## src/verilog/byte_op_defs.vh

```
// Constants for the byte operation instruction decoder.
// Assumes inclusion by the core file only; definitions, no logic.
`ifndef BYTE_OP_DEFS_VH
`define BYTE_OP_DEFS_VH

// Instruction word and field layout
`define IW_WIDTH        14
`define GRP_HI          13
`define GRP_LO          12
`define OP_HI           11
`define OP_LO           8
`define DEST_BIT        7
`define FADDR_HI        6
`define BIT_HI          9
`define BIT_LO          7
`define BOP_HI          11
`define BOP_LO          10
`define K8_HI           7
`define K11_HI          10

// Instruction groups
`define GRP_BYTE        2'b00
`define GRP_BIT         2'b01
`define GRP_BRANCH      2'b10
`define GRP_LITERAL     2'b11

// Whole byte operation codes
`define OP_MOVE_OR_CTL  4'b0000
`define OP_CLEAR        4'b0001
`define OP_SUB          4'b0010
`define OP_DEC          4'b0011
`define OP_IOR          4'b0100
`define OP_AND          4'b0101
`define OP_XOR          4'b0110
`define OP_ADD          4'b0111
`define OP_MOVE_REG     4'b1000
`define OP_COMPLEMENT   4'b1001
`define OP_INC          4'b1010
`define OP_DEC_SKIP     4'b1011
`define OP_ROT_RIGHT    4'b1100
`define OP_ROT_LEFT     4'b1101
`define OP_SWAP         4'b1110
`define OP_INC_SKIP     4'b1111

// Bit operation codes
`define BOP_CLEAR       2'b00
`define BOP_SET         2'b01
`define BOP_SKIP_CLR    2'b10
`define BOP_SKIP_SET    2'b11

// Control words in the 0000 space and literal codes
`define CTL_CLR_WDOG    7'h64
`define CTL_SLEEP       7'h63
`define LIT_MOVE        2'b00
`define LIT_IOR         4'b1000

// Special register file addresses
`define ADDR_PORT_A     7'h05
`define ADDR_TIMER0     7'h01

// Timing: oscillator periods per instruction cycle
`define PERIODS_PER_CYC 3'd4

// Software register offsets
`define SW_CTRL         4'h0
`define SW_STATUS       4'h1
`define SW_ACC          4'h2
`define SW_PROG_LO      4'h3
`define SW_PROG_HI      4'h4
`define SW_IR_LO        4'h5
`define SW_IR_HI        4'h6

// Control bit positions and reset values
`define CTRL_RUN        0
`define CTRL_PRESC_T0   1
`define CTRL_RESET      8'h00
`define ACC_RESET       8'h00
`define PROG_RESET      11'h000

`endif

```

## src/verilog/byte_op_instruction_decoder.v

```verilog
// Instruction decode and execute core for 14-bit words of the 8-bit controller.
// Assumes a program memory giving the word at prog_addr combinationally, and a
// register file whose read data stands while its one-clock read strobe is high.
//
// Notes on behaviour
// (RULE1) Each instruction is one 14-bit word
// (RULE2) Three groups: byte, bit, literal/control
// (RULE3) Byte ops: 00, opcode, destination, address
// (RULE4) Register address spans 0x00 to 0x7F
// (RULE5) Destination 0 accumulator, 1 register
// (RULE6) Three bits pick bit of register
// (RULE7) Literal 8 bits, branch target 11 bits
// (RULE8) Instruction cycle is four clocks
// (RULE9) Skip or jump adds one NOP cycle
// (RULE10) Register operand always read before write
// (RULE11) Port clear still reads the port
// (RULE12) Rotates go through carry, carry only
// (RULE13) Count-and-skip skips on zero, no flags
// (RULE14) AND, OR, XOR update zero only
// (RULE15) Carry, half carry, zero, timeout, sleep flags
// (RULE16) Port self-modify reads pin levels
// (RULE17) Timer zero write clears assigned prescaler
// (RULE18) Don't-care encoding bits are ignored
// (RULE19) Add and subtract update carry, half carry, zero
`timescale 1ns/1ps
`include "byte_op_defs.vh"

module byte_op_instruction_decoder (
	// Clock and reset
	input  wire        clk,
	input  wire        srst,
	// Program memory
	output reg  [10:0] prog_addr,
	input  wire [13:0] instr_word,
	// Register file
	output reg  [6:0]  rf_addr,
	output reg         rf_rd_en,
	input  wire [7:0]  rf_rd_data,
	output reg         rf_wr_en,
	output reg  [7:0]  rf_wr_data,
	// Port and timer side effects
	input  wire [7:0]  port_pins,
	output reg         port_read,
	output reg         prescaler_clear,
	input  wire        wdog_expired,
	// Software register port
	input  wire [3:0]  sw_addr,
	input  wire [7:0]  sw_wdata,
	input  wire        sw_we,
	input  wire        sw_re,
	output reg  [7:0]  sw_rdata
);

////////////////////////////////////////////////////////////////////////////////
// Arithmetic helpers

// Add with carry in, carry out in the top bit
function [8:0] add9;
	input [7:0] a;
	input [7:0] b;
	input       cin;
	begin
		add9 = {1'b0, a} + {1'b0, b} + {8'h00, cin};
	end
endfunction

// Nibble add, carry out gives the half carry
function [4:0] add5;
	input [3:0] a;
	input [3:0] b;
	input       cin;
	begin
		add5 = {1'b0, a} + {1'b0, b} + {4'h0, cin};
	end
endfunction

////////////////////////////////////////////////////////////////////////////////
// State

localparam PH_FETCH = 2'd0;
localparam PH_READ  = 2'd1;
localparam PH_LATCH = 2'd2;
localparam PH_EXEC  = 2'd3;

reg  [1:0]  phase;
reg  [13:0] ir;
reg  [7:0]  acc;
reg  [7:0]  operand;
reg         flag_c;
reg         flag_dc;
reg         flag_z;
reg         watchdog_timeout_flag;
reg         sleep_entry_flag;
reg         skip_pending;
reg         nop_cycle;
reg         jump_hold;
reg  [7:0]  ctrl;

wire        run      = ctrl[`CTRL_RUN];
wire [1:0]  grp      = ir[`GRP_HI:`GRP_LO];
wire [3:0]  op       = ir[`OP_HI:`OP_LO];
wire        dest     = ir[`DEST_BIT];
wire [6:0]  faddr    = ir[`FADDR_HI:0];
wire [2:0]  bsel     = ir[`BIT_HI:`BIT_LO];
wire [1:0]  bop      = ir[`BOP_HI:`BOP_LO];
wire [7:0]  k8       = ir[`K8_HI:0];
wire [10:0] k11      = ir[`K11_HI:0];
wire        uses_reg = (grp == `GRP_BYTE) || (grp == `GRP_BIT);

////////////////////////////////////////////////////////////////////////////////
// Execute stage, combinational

reg  [7:0] next_res;
reg        next_c;
reg        next_dc;
reg        next_z;
reg        next_to;
reg        next_sleep;
reg        wr_reg;
reg        wr_acc;
reg        skip;
reg        jump;
reg  [8:0] sum;
reg  [4:0] half;
reg  [7:0] bmask;

// Result, destination and flags for the word held in ir
always @* begin
	next_res = 8'h00;
	next_c   = flag_c;
	next_dc  = flag_dc;
	next_z   = flag_z;
	next_to  = watchdog_timeout_flag;
	next_sleep = sleep_entry_flag;
	wr_reg   = 1'b0;
	wr_acc   = 1'b0;
	skip     = 1'b0;
	jump     = 1'b0;
	sum      = 9'h000;
	half     = 5'h00;
	bmask    = 8'h01 << bsel; // RULE6
	case (grp) // RULE2
	`GRP_BYTE: begin // RULE3
		wr_reg = dest; // RULE5
		wr_acc = ~dest; // RULE5
		case (op)
		`OP_MOVE_OR_CTL: begin
			next_res = acc;
			wr_acc   = 1'b0;
			if (!dest && faddr == `CTL_CLR_WDOG) begin
				next_to    = 1'b1; // RULE15
				next_sleep = 1'b1;
			end else if (!dest && faddr == `CTL_SLEEP) begin
				next_to    = 1'b1; // RULE15
				next_sleep = 1'b0;
			end
		end
		`OP_CLEAR: begin
			// Address bits are ignored when clearing the accumulator
			next_res = 8'h00; // RULE18
			next_z   = 1'b1;
		end
		`OP_SUB: begin
			sum      = add9(operand, ~acc, 1'b1);
			half     = add5(operand[3:0], ~acc[3:0], 1'b1);
			next_res = sum[7:0];
			next_c   = sum[8]; // RULE19
			next_dc  = half[4]; // RULE19
			next_z   = (sum[7:0] == 8'h00); // RULE19
		end
		`OP_ADD: begin
			sum      = add9(operand, acc, 1'b0);
			half     = add5(operand[3:0], acc[3:0], 1'b0);
			next_res = sum[7:0];
			next_c   = sum[8]; // RULE19
			next_dc  = half[4]; // RULE19
			next_z   = (sum[7:0] == 8'h00); // RULE19
		end
		`OP_DEC: begin
			next_res = operand - 8'h01;
			next_z   = (next_res == 8'h00);
		end
		`OP_INC: begin
			next_res = operand + 8'h01;
			next_z   = (next_res == 8'h00);
		end
		`OP_IOR: begin
			next_res = operand | acc;
			next_z   = (next_res == 8'h00); // RULE14
		end
		`OP_AND: begin
			next_res = operand & acc;
			next_z   = (next_res == 8'h00); // RULE14
		end
		`OP_XOR: begin
			next_res = operand ^ acc;
			next_z   = (next_res == 8'h00); // RULE14
		end
		`OP_MOVE_REG: begin
			next_res = operand;
			next_z   = (operand == 8'h00);
		end
		`OP_COMPLEMENT: begin
			next_res = ~operand;
			next_z   = (operand == 8'hff);
		end
		`OP_DEC_SKIP: begin
			// Flags untouched, only the skip decision
			next_res = operand - 8'h01; // RULE13
			skip     = (next_res == 8'h00); // RULE13
		end
		`OP_INC_SKIP: begin
			next_res = operand + 8'h01; // RULE13
			skip     = (next_res == 8'h00); // RULE13
		end
		`OP_ROT_RIGHT: begin
			next_res = {flag_c, operand[7:1]}; // RULE12
			next_c   = operand[0]; // RULE12
		end
		`OP_ROT_LEFT: begin
			next_res = {operand[6:0], flag_c}; // RULE12
			next_c   = operand[7]; // RULE12
		end
		`OP_SWAP: begin
			next_res = {operand[3:0], operand[7:4]};
		end
		default: begin
			next_res = operand;
		end
		endcase
	end
	`GRP_BIT: begin
		case (bop)
		`BOP_CLEAR: begin
			next_res = operand & ~bmask; // RULE6
			wr_reg   = 1'b1;
		end
		`BOP_SET: begin
			next_res = operand | bmask; // RULE6
			wr_reg   = 1'b1;
		end
		`BOP_SKIP_CLR: begin
			skip = ((operand & bmask) == 8'h00); // RULE6
		end
		default: begin
			skip = ((operand & bmask) != 8'h00); // RULE6
		end
		endcase
	end
	`GRP_BRANCH: begin
		jump = 1'b1; // RULE7
	end
	default: begin
		// Only move and OR literal are decoded; the rest act as no-ops
		if (ir[`OP_HI:`BOP_LO] == `LIT_MOVE) begin
			next_res = k8; // RULE7
			wr_acc   = 1'b1;
		end else if (op == `LIT_IOR) begin
			next_res = acc | k8; // RULE7
			next_z   = ((acc | k8) == 8'h00);
			wr_acc   = 1'b1;
		end
	end
	endcase
end

////////////////////////////////////////////////////////////////////////////////
// Four phase sequencer and core registers

wire       exec_now = run && (phase == PH_EXEC) && !nop_cycle;
wire [7:0] port_sel = (faddr == `ADDR_PORT_A) ? port_pins : rf_rd_data; // RULE16

// One instruction cycle is four clocks; a stopped core holds at its current phase
always @(posedge clk) begin
	if (srst) begin
		phase           <= PH_FETCH;
		ir              <= 14'h0000;
		operand         <= 8'h00;
		prog_addr       <= `PROG_RESET;
		skip_pending    <= 1'b0;
		nop_cycle       <= 1'b0;
		jump_hold       <= 1'b0;
		rf_addr         <= 7'h00;
		rf_rd_en        <= 1'b0;
		rf_wr_en        <= 1'b0;
		rf_wr_data      <= 8'h00;
		port_read       <= 1'b0;
		prescaler_clear <= 1'b0;
	end else begin
		rf_rd_en        <= 1'b0;
		rf_wr_en        <= 1'b0;
		port_read       <= 1'b0;
		prescaler_clear <= 1'b0;
		if (run) begin
			phase <= phase + 2'd1; // RULE8
			case (phase)
			PH_FETCH: begin
				ir           <= instr_word; // RULE1
				nop_cycle    <= skip_pending; // RULE9
				skip_pending <= 1'b0;
			end
			PH_READ: begin
				// Reads happen even for pure writes such as clear
				if (uses_reg && !nop_cycle) begin
					rf_addr   <= faddr; // RULE4
					rf_rd_en  <= 1'b1; // RULE10
					port_read <= (faddr == `ADDR_PORT_A); // RULE11
				end
			end
			PH_LATCH: begin
				operand <= port_sel; // RULE16
			end
			PH_EXEC: begin
				if (!nop_cycle && jump) begin
					prog_addr    <= k11; // RULE9
					skip_pending <= 1'b1; // RULE9
					jump_hold    <= 1'b1;
				end else begin
					// The filler cycle after a branch must not step past the target
					if (!jump_hold)
						prog_addr <= prog_addr + 11'd1;
					jump_hold    <= 1'b0;
					skip_pending <= !nop_cycle && skip; // RULE9
				end
				if (!nop_cycle && wr_reg) begin
					rf_wr_en   <= 1'b1; // RULE5
					rf_wr_data <= next_res;
					prescaler_clear <= (faddr == `ADDR_TIMER0) &&
						ctrl[`CTRL_PRESC_T0]; // RULE17
				end
			end
			default: begin
				phase <= PH_FETCH;
			end
			endcase
		end
	end
end

// Accumulator and status flags
always @(posedge clk) begin
	if (srst) begin
		acc                   <= `ACC_RESET;
		flag_c                <= 1'b0;
		flag_dc               <= 1'b0;
		flag_z                <= 1'b0;
		watchdog_timeout_flag <= 1'b1;
		sleep_entry_flag      <= 1'b1;
	end else begin
		if (exec_now) begin
			flag_c           <= next_c; // RULE15
			flag_dc          <= next_dc;
			flag_z           <= next_z;
			sleep_entry_flag <= next_sleep;
		end
		// A time-out in the same clock as a watchdog clear wins
		if (wdog_expired)
			watchdog_timeout_flag <= 1'b0; // RULE15
		else if (exec_now)
			watchdog_timeout_flag <= next_to;
		// Core write has priority over a software write
		if (exec_now && wr_acc)
			acc <= next_res; // RULE5
		else if (sw_we && sw_addr == `SW_ACC)
			acc <= sw_wdata;
	end
end

////////////////////////////////////////////////////////////////////////////////
// Software register port

// Control register write
always @(posedge clk) begin
	if (srst)
		ctrl <= `CTRL_RESET;
	else if (sw_we && sw_addr == `SW_CTRL)
		ctrl <= {6'h00, sw_wdata[1:0]};
end

// Read data stands one clock after the strobe, zero when idle or unmapped
always @(posedge clk) begin
	if (srst) begin
		sw_rdata <= 8'h00;
	end else if (sw_re) begin
		case (sw_addr)
		`SW_CTRL:   sw_rdata <= ctrl;
		`SW_STATUS: sw_rdata <= {3'b000, watchdog_timeout_flag, sleep_entry_flag,
			flag_z, flag_dc, flag_c};
		`SW_ACC:    sw_rdata <= acc;
		`SW_PROG_LO: sw_rdata <= prog_addr[7:0];
		`SW_PROG_HI: sw_rdata <= {5'h00, prog_addr[10:8]};
		`SW_IR_LO:  sw_rdata <= ir[7:0];
		`SW_IR_HI:  sw_rdata <= {2'b00, ir[13:8]};
		default:    sw_rdata <= 8'h00;
		endcase
	end else begin
		sw_rdata <= 8'h00;
	end
end

endmodule // byte_op_instruction_decoder

```

## config.mk

```make
export PLATFORM = sky130hd
export DESIGN_NAME = byte_op_instruction_decoder
export DESIGN_NICKNAME = d
export VERILOG_FILES = /design/src/verilog/byte_op_instruction_decoder.v
export VERILOG_INCLUDE_DIRS = /design/src /design/src/verilog
export SDC_FILE = /design/constraint.sdc
export NUM_CORES = 1
export LEC_CHECK = 0
export BUFFER_PORTS_ARGS = -buffer_cell sky130_fd_sc_hd__buf_2
export CAP_MARGIN = 20
export CORE_AREA = 3 3 151 80
export DETAILED_ROUTE_END_ITERATION = 8
export DIE_AREA = 0 0 154 83
export PLACE_DENSITY = 0.87
export SKIP_CTS_REPAIR_TIMING = 1
export SYNTH_ARGS = -nofsm -noshare
export SYNTH_HDL_FRONTEND = slang
export SYNTH_SLANG_ARGS = --single-unit
```

## constraint.sdc

```tcl
create_clock -name clk -period 6.4 [get_ports clk]
set_clock_uncertainty 0.1 [all_clocks]
set_input_delay 1.92 -clock clk [delete_from_list [all_inputs] [get_ports clk]]
set_output_delay 1.92 -clock clk [all_outputs]
set_load 0.05 [all_outputs]
```

# Word-level counts from Yosys, hierarchy flattened
# Index checks and enable logic that the tools add are counted.
[op_classes] bitwise=19 div_mod_pow=0 mux=40 n_shift=1 n_reduce_logical=63 order_cmp=0 addsub=10 n_eq_ne=35 multipliers=0
[op_table] op="$pmux 8 s14" n=1
[op_table] op="$logic_not 8->1" n=10
[op_table] op="$pmux 8 s7" n=1
[op_table] op="$mux 8" n=5
[op_table] op="$eq 4x4->1 const B" n=8
[op_table] op="$eq 4x3->1 const B" n=7
[op_table] op="$and 8x8->8" n=3
[op_table] op="$not 8->8" n=3
[op_table] op="$or 8x8->8" n=3
[op_table] op="$pmux 8 s3" n=1
[op_table] op="$mux 11" n=2
[op_table] op="$mux 1" n=19
[op_table] op="$add 8x8->9" n=2
[op_table] op="$eq 4x2->1 const B" n=4
[op_table] op="$pmux 1 s2" n=8
[op_table] op="$pmux 8 s2" n=1
[op_table] op="$reduce_bool 2->1" n=8
[op_table] op="$reduce_and 3->1" n=5
[op_table] op="$eq 7x7->1 const B" n=2
[op_table] op="$logic_and 1x1->1" n=12
[op_table] op="$add 11x1->11 const B" n=1
[op_table] op="$add 4x4->5" n=2
[op_table] op="$pmux 1 s10" n=1
[op_table] op="$reduce_bool 10->1" n=1
[op_table] op="other kinds (31)" n=58
[word_totals] regBits=80 out_inout_bits=38 latch_bits=0 romBits=0 mem_bits_rw=0 memories=0 word_cells=189 inputBits=47

# Depth between registers and ports, before layout
[logic_depth] word_depth=8 depth_mapped=12 mapped_depth_nobuf=11

# Worst setup path before layout
# Ideal clock, no wire load.
[synth_path] path_type="input to register" from="in sw_addr[2]" to="reg acc[4]" arrival_ps=3063 path_slack_ps=3105 required_time_ps=6168 path_stages=6 setup_ps=132 path_buffers=1 cell_sequence="clkbuf_1 -> nor2_1 -> nand4b_1 -> mux2_2 -> o22ai_1 -> nor3_1"
[synth_between] elab_chain_len=3
[synth_lines] element="start: declaration" line_no="byte_op_instruction_decoder.v:47" text="input wire [3:0] sw_addr,"
[synth_lines] element="$eq 4x2->1"
[synth_lines] element="$logic_and 1x1->1 (no line)"
[synth_lines] element="$reduce_bool 2->1 (no line)"
[synth_lines] element="end signal: assignment" line_no="byte_op_instruction_decoder.v:343" text="acc <= `ACC_RESET;"
[synth_lines] element="end signal: assignment" line_no="byte_op_instruction_decoder.v:363" text="acc <= next_res;"
[synth_lines] element="end signal: assignment" line_no="byte_op_instruction_decoder.v:365" text="acc <= sw_wdata;"
[synth_lines] element="end: declaration" line_no="byte_op_instruction_decoder.v:87" text="reg [7:0] acc;"
# Every way passes these cells.
# A chain may end at the register's enable or synchronous reset.

# Worst setup path in the final report
[layout_path] from="reg operand[4]" to="reg acc[5]"
[layout_between] elab_chain_len=5 word_cells_on_any_way=8 classes_between="5 x add/sub; 3 x mux"
[layout_lines] element="start: declaration" line_no="byte_op_instruction_decoder.v:88" text="reg [7:0] operand;"
[layout_lines] element="start signal: assignment" line_no="byte_op_instruction_decoder.v:311" text="operand <= port_sel;"
[layout_lines] element="$add 8x8->9" line_no="byte_op_instruction_decoder.v:63" text="add9 = {1'b0, a} + {1'b0, b} + {8'h00, cin};"
[layout_lines] element="$add 9x1->9" line_no="byte_op_instruction_decoder.v:63"
[layout_lines] element="$pmux 8 s14 *" line_no="byte_op_instruction_decoder.v:146" text="case (op)"
[layout_lines] element="$pmux 8 s3 *" line_no="byte_op_instruction_decoder.v:142" text="case (grp)"
[layout_lines] element="$mux 8 *" line_no="byte_op_instruction_decoder.v:362" text="if (exec_now && wr_acc)"
# Mark *: on every way between the ends. The rest lies on a longest branch, timed or not.

==> metrics list <==
- Run status: complete, but fails checks
- The checks that failed: DRC.
* Sum Neg Setup Slack: 0 ns
* Number of max-cap violations: 0
- STA classifies the critical path startpoint as a flip-flop.
- Of the cells placed in the final design, the portion with a size suffix greater than 1 is 16.3%.
- For this run, the leading register cell type out of synthesis is sky130_fd_sc_hd__dfxtp_1.
- The initial antenna violation count came to 1.
- Proportion of netlist area held by the largest area contributor: a little under a quarter
- For this run, asynchronously set or reset flops after synthesis account for 0%.
- Crit end category: flip-flop
- Ratio of total power to cell area: 148 nW/um2
* Origin of the worst min-delay path: rf_addr[0]$_SDFFE_PP0P_
* Layout Cells excl Fill: between 1000 and 1500
- The initialized floorplan defines 27 standard-cell rows.
- Top achievable clock speed: 270 MHz
* Layout filler cell count: 867
* Arrival time at the worst endpoint: 3.77 ns
- With fillers left out, the area of the finished cells amounts to 7680 um2.
* Vias in the first global route: 7116
* Final period demand of the worst path: between 3 and 4 ns
- Cell at the root of the clock tree: sky130_fd_sc_hd__clkbuf_16
- For the worst setup path, the data required time is 6.47 ns.
- Gate count of the mapped netlist: between 900 and 1000
- Number of remaining DRC errors: 9
* Largest vdd supply drop: 132 uV
- Die outline area: 12800 um2
* Ports: 85
- RR Startpoint: operand[4]$_SDFFE_PP0P_
- TritonCTS clock tree: done
* # port buffers: 84
- Level count of the clock H-tree: 3
- The worst setup path is of the reg -> reg kind.
- Vias after detailed routing: slightly below 8000
- Detailed placement finished with a half-perimeter wire length of ~17 mm.
* Endpoints failing setup: 0
- The library cell used most frequently in the layout, excluding fill and tap cells, is sky130_fd_sc_hd__nor2_1.
* Largest net degree at the start of global routing: 65
* Overflow left after global routing: 0
- Post-synthesis cell type with the largest combined area: sky130_fd_sc_hd__dfxtp_1
- In this run, placement finished with an instance count of 1099.
* Main area contributors after synthesis: sky130_fd_sc_hd__dfxtp_1 (23%), sky130_fd_sc_hd__ha_1 (6.8%), sky130_fd_sc_hd__mux2i_1 (5.9%)
- No sink is reached through more buffers than the 2 on the longest clock path.
* Commonest cells after routing, fill and taps aside: sky130_fd_sc_hd__nor2_1 (101), sky130_fd_sc_hd__nand2_1 (90), sky130_fd_sc_hd__buf_2 (84)
- After the last flow step, the layout net total stands at 1054.
- The final critical path takes up approximately 58% of the cycle.
- The design draws 0.00114 W.
* Ant diodes: 0
* Beginning of the critical path: operand[4]$_SDFFE_PP0P_
- The number of slew-limit violations in the final report came to 0.
* Number of unique standard cell types used by synthesis: 89
* Die extent in x: 154 um
- Relative to the synthesized area, the layout overhead comes to 9.56%.
- Floorplan Core Area: 10800 um2
* Avg WL per Cell: 21.8 um
- The first routing iteration left 1301 violations.
- Once detail routing completed, the nets flagged for antenna violations numbered 0.
- For this configuration, the core starts out at a cell density of 64.7%.
- Summed over all cells, the static leakage comes to 2.94 nW.
- Post-DP Area: 7340 um2
- Setup repair after global routing left no endpoint under its margin.
- On the final layout, the worst hold slack is 0.391 ns.
- Seq/Total Area, Yosys: 22.8%
* Clock insertion delay at the later pin of the skew report: between 0.3 and 0.4 ns
- Global-route wire length before repair: 38.6 mm
- Clock tree synthesis found a total of 80 sinks.
* Slew at the pin closest to its max-slew limit: around 0.91 ns
- Net count after synthesis: 1019
* Slew HR: between 30% and 40%
- Cell Area, Synth: around 7000 um2
- Hold Path Class: reg -> reg
- The die is roughly 83 um tall.
- After synthesis, the mean cell area works out to between 7 and 8 um2.
- The final layout contains routed wiring with a total length of 24.4 mm.
- GRT Util Overall: 36.7%
* Post-synth EDFFs: 0
- After detailed routing, the number of vias per cell comes to about 7.
- Routability-driven placement finished with a final weighted congestion of roughly 1.1.
- Worst reg-to-reg setup slack: 2.70 ns
* Clock transition time at the flip-flop clock pins of the worst setup and hold paths: 0.07 ns
- Maximum fanout along the worst path: 19
* Number of detailed-routing iterations run before antenna repair: 9
- Final hold violation count: 0
- Number of buffers inserted during clock tree synthesis: 9
* Yosys warning total: 0
- In this run, synthesis produced a sequential element count of 80.
## area by class of cell
cell class	count	area, um2	share of cell area [%]
multi-input cells	745	4920	64.1
flip-flops and latches	80	1600	20.9
repair buffers	97	531	6.90
clock buffers	11	253	3.29
well taps	145	181	2.36
inverters	34	128	1.66
clock inverters	5	63.8	0.830
## worst paths after layout
path / cells past startpoint / to
worst max register to register: 9 / acc[5]$_SDFFE_PP0P_
worst max-delay path: 9 / acc[5]$_SDFFE_PP0P_
worst min register to register: 2 / rf_addr[0]$_SDFFE_PP0P_
worst min-delay path: 2 / rf_addr[0]$_SDFFE_PP0P_
## stage by stage
stage / util, % / setup slack [ns]
global placement: 67.7 / 2.59
finish: 70.9 / 2.70
global route: 70.9 / 2.53
CTS: 70.6 / 2.85
detailed placement: 67.7 / 2.56
floorplan: - / 3.10
## state kept, by name, summed over array words and instances (netlist names)
signal                 flops
flag_dc                    1
watchdog_timeout_flag      1
prog_addr                 11
acc                        8
flag_z                     1
sleep_entry_flag           1
ctrl                       2
ir                        14
rf_addr                    7
rf_wr_data                 8
port_read                  1
rf_rd_en                   1
operand                    8
flag_c                     1
jump_hold                  1
prescaler_clear            1
skip_pending               1
nop_cycle                  1
phase                      2
sw_rdata                   8
rf_wr_en                   1
## layer usage
| metal | GRT usage (%) | wire length (um) | part of all wire, % | up-vias |
|---|---|---|---|---|
| met5 | 0 | 0 | 0 | - |
| met4 | 12.2 | 1030 | 4.2 | 0 |
| met3 | 9.99 | 3690 | 15 | 126 |
| met2 | 54.3 | 10200 | 42 | 664 |
| met1 | 51.6 | 9440 | 39 | 3612 |
| li1 | - | - | - | 3479 |
## Yosys cell counts, types with 11 or more instances
master and number:
sky130_fd_sc_hd__o21ai_0 44, sky130_fd_sc_hd__mux2i_1 41, sky130_fd_sc_hd__nor2_1 101, sky130_fd_sc_hd__o22ai_1 18, sky130_fd_sc_hd__and3_1 11, sky130_fd_sc_hd__a22oi_1 17
sky130_fd_sc_hd__nand2_1 90, sky130_fd_sc_hd__a211oi_1 33, sky130_fd_sc_hd__inv_1 31, sky130_fd_sc_hd__ha_1 38, sky130_fd_sc_hd__a21oi_1 75, sky130_fd_sc_hd__nand3_1 29
sky130_fd_sc_hd__clkbuf_1 33, sky130_fd_sc_hd__nand2b_1 13, sky130_fd_sc_hd__dfxtp_1 80, sky130_fd_sc_hd__buf_2 20, sky130_fd_sc_hd__mux2_2 13, sky130_fd_sc_hd__xnor2_1 13
sky130_fd_sc_hd__nor3_1 24, sky130_fd_sc_hd__nor2b_1 19
## critical path, stage by stage (launching register included)
cell and delay (ns):
sky130_fd_sc_hd__dfxtp_1 0.74, sky130_fd_sc_hd__inv_1 0.21, sky130_fd_sc_hd__ha_1 0.66, sky130_fd_sc_hd__nor3_1 0.17
sky130_fd_sc_hd__a2111oi_2 0.43, sky130_fd_sc_hd__xnor2_1 0.18, sky130_fd_sc_hd__nor2_1 0.08, sky130_fd_sc_hd__a2111oi_0 0.60
sky130_fd_sc_hd__o32a_2 0.26, sky130_fd_sc_hd__a21oi_1 0.09
## kinds of logic (layout without fill, tap and decap cells)
group	count (synthesis)	in the layout	share of synthesized area [%]
muxes	56	56	8.58
adders and majority gates	41	41	7.49
xor gates and xnor gates	14	14	1.86
DFF	80	80	22.8
and+or+nand+nor	349	349	24.5
AOI/OAI and AO/OA	285	285	27.8
buffers and inverters	107	147	6.94
## where the power goes
group          switching [W]  internal, W  leakage [nW]
clock               0.000217     0.000326         0.152
sequential        0.00000494     0.000500         0.645
combinational      0.0000541    0.0000352          2.14
Power figures use the tool's default switching activity.
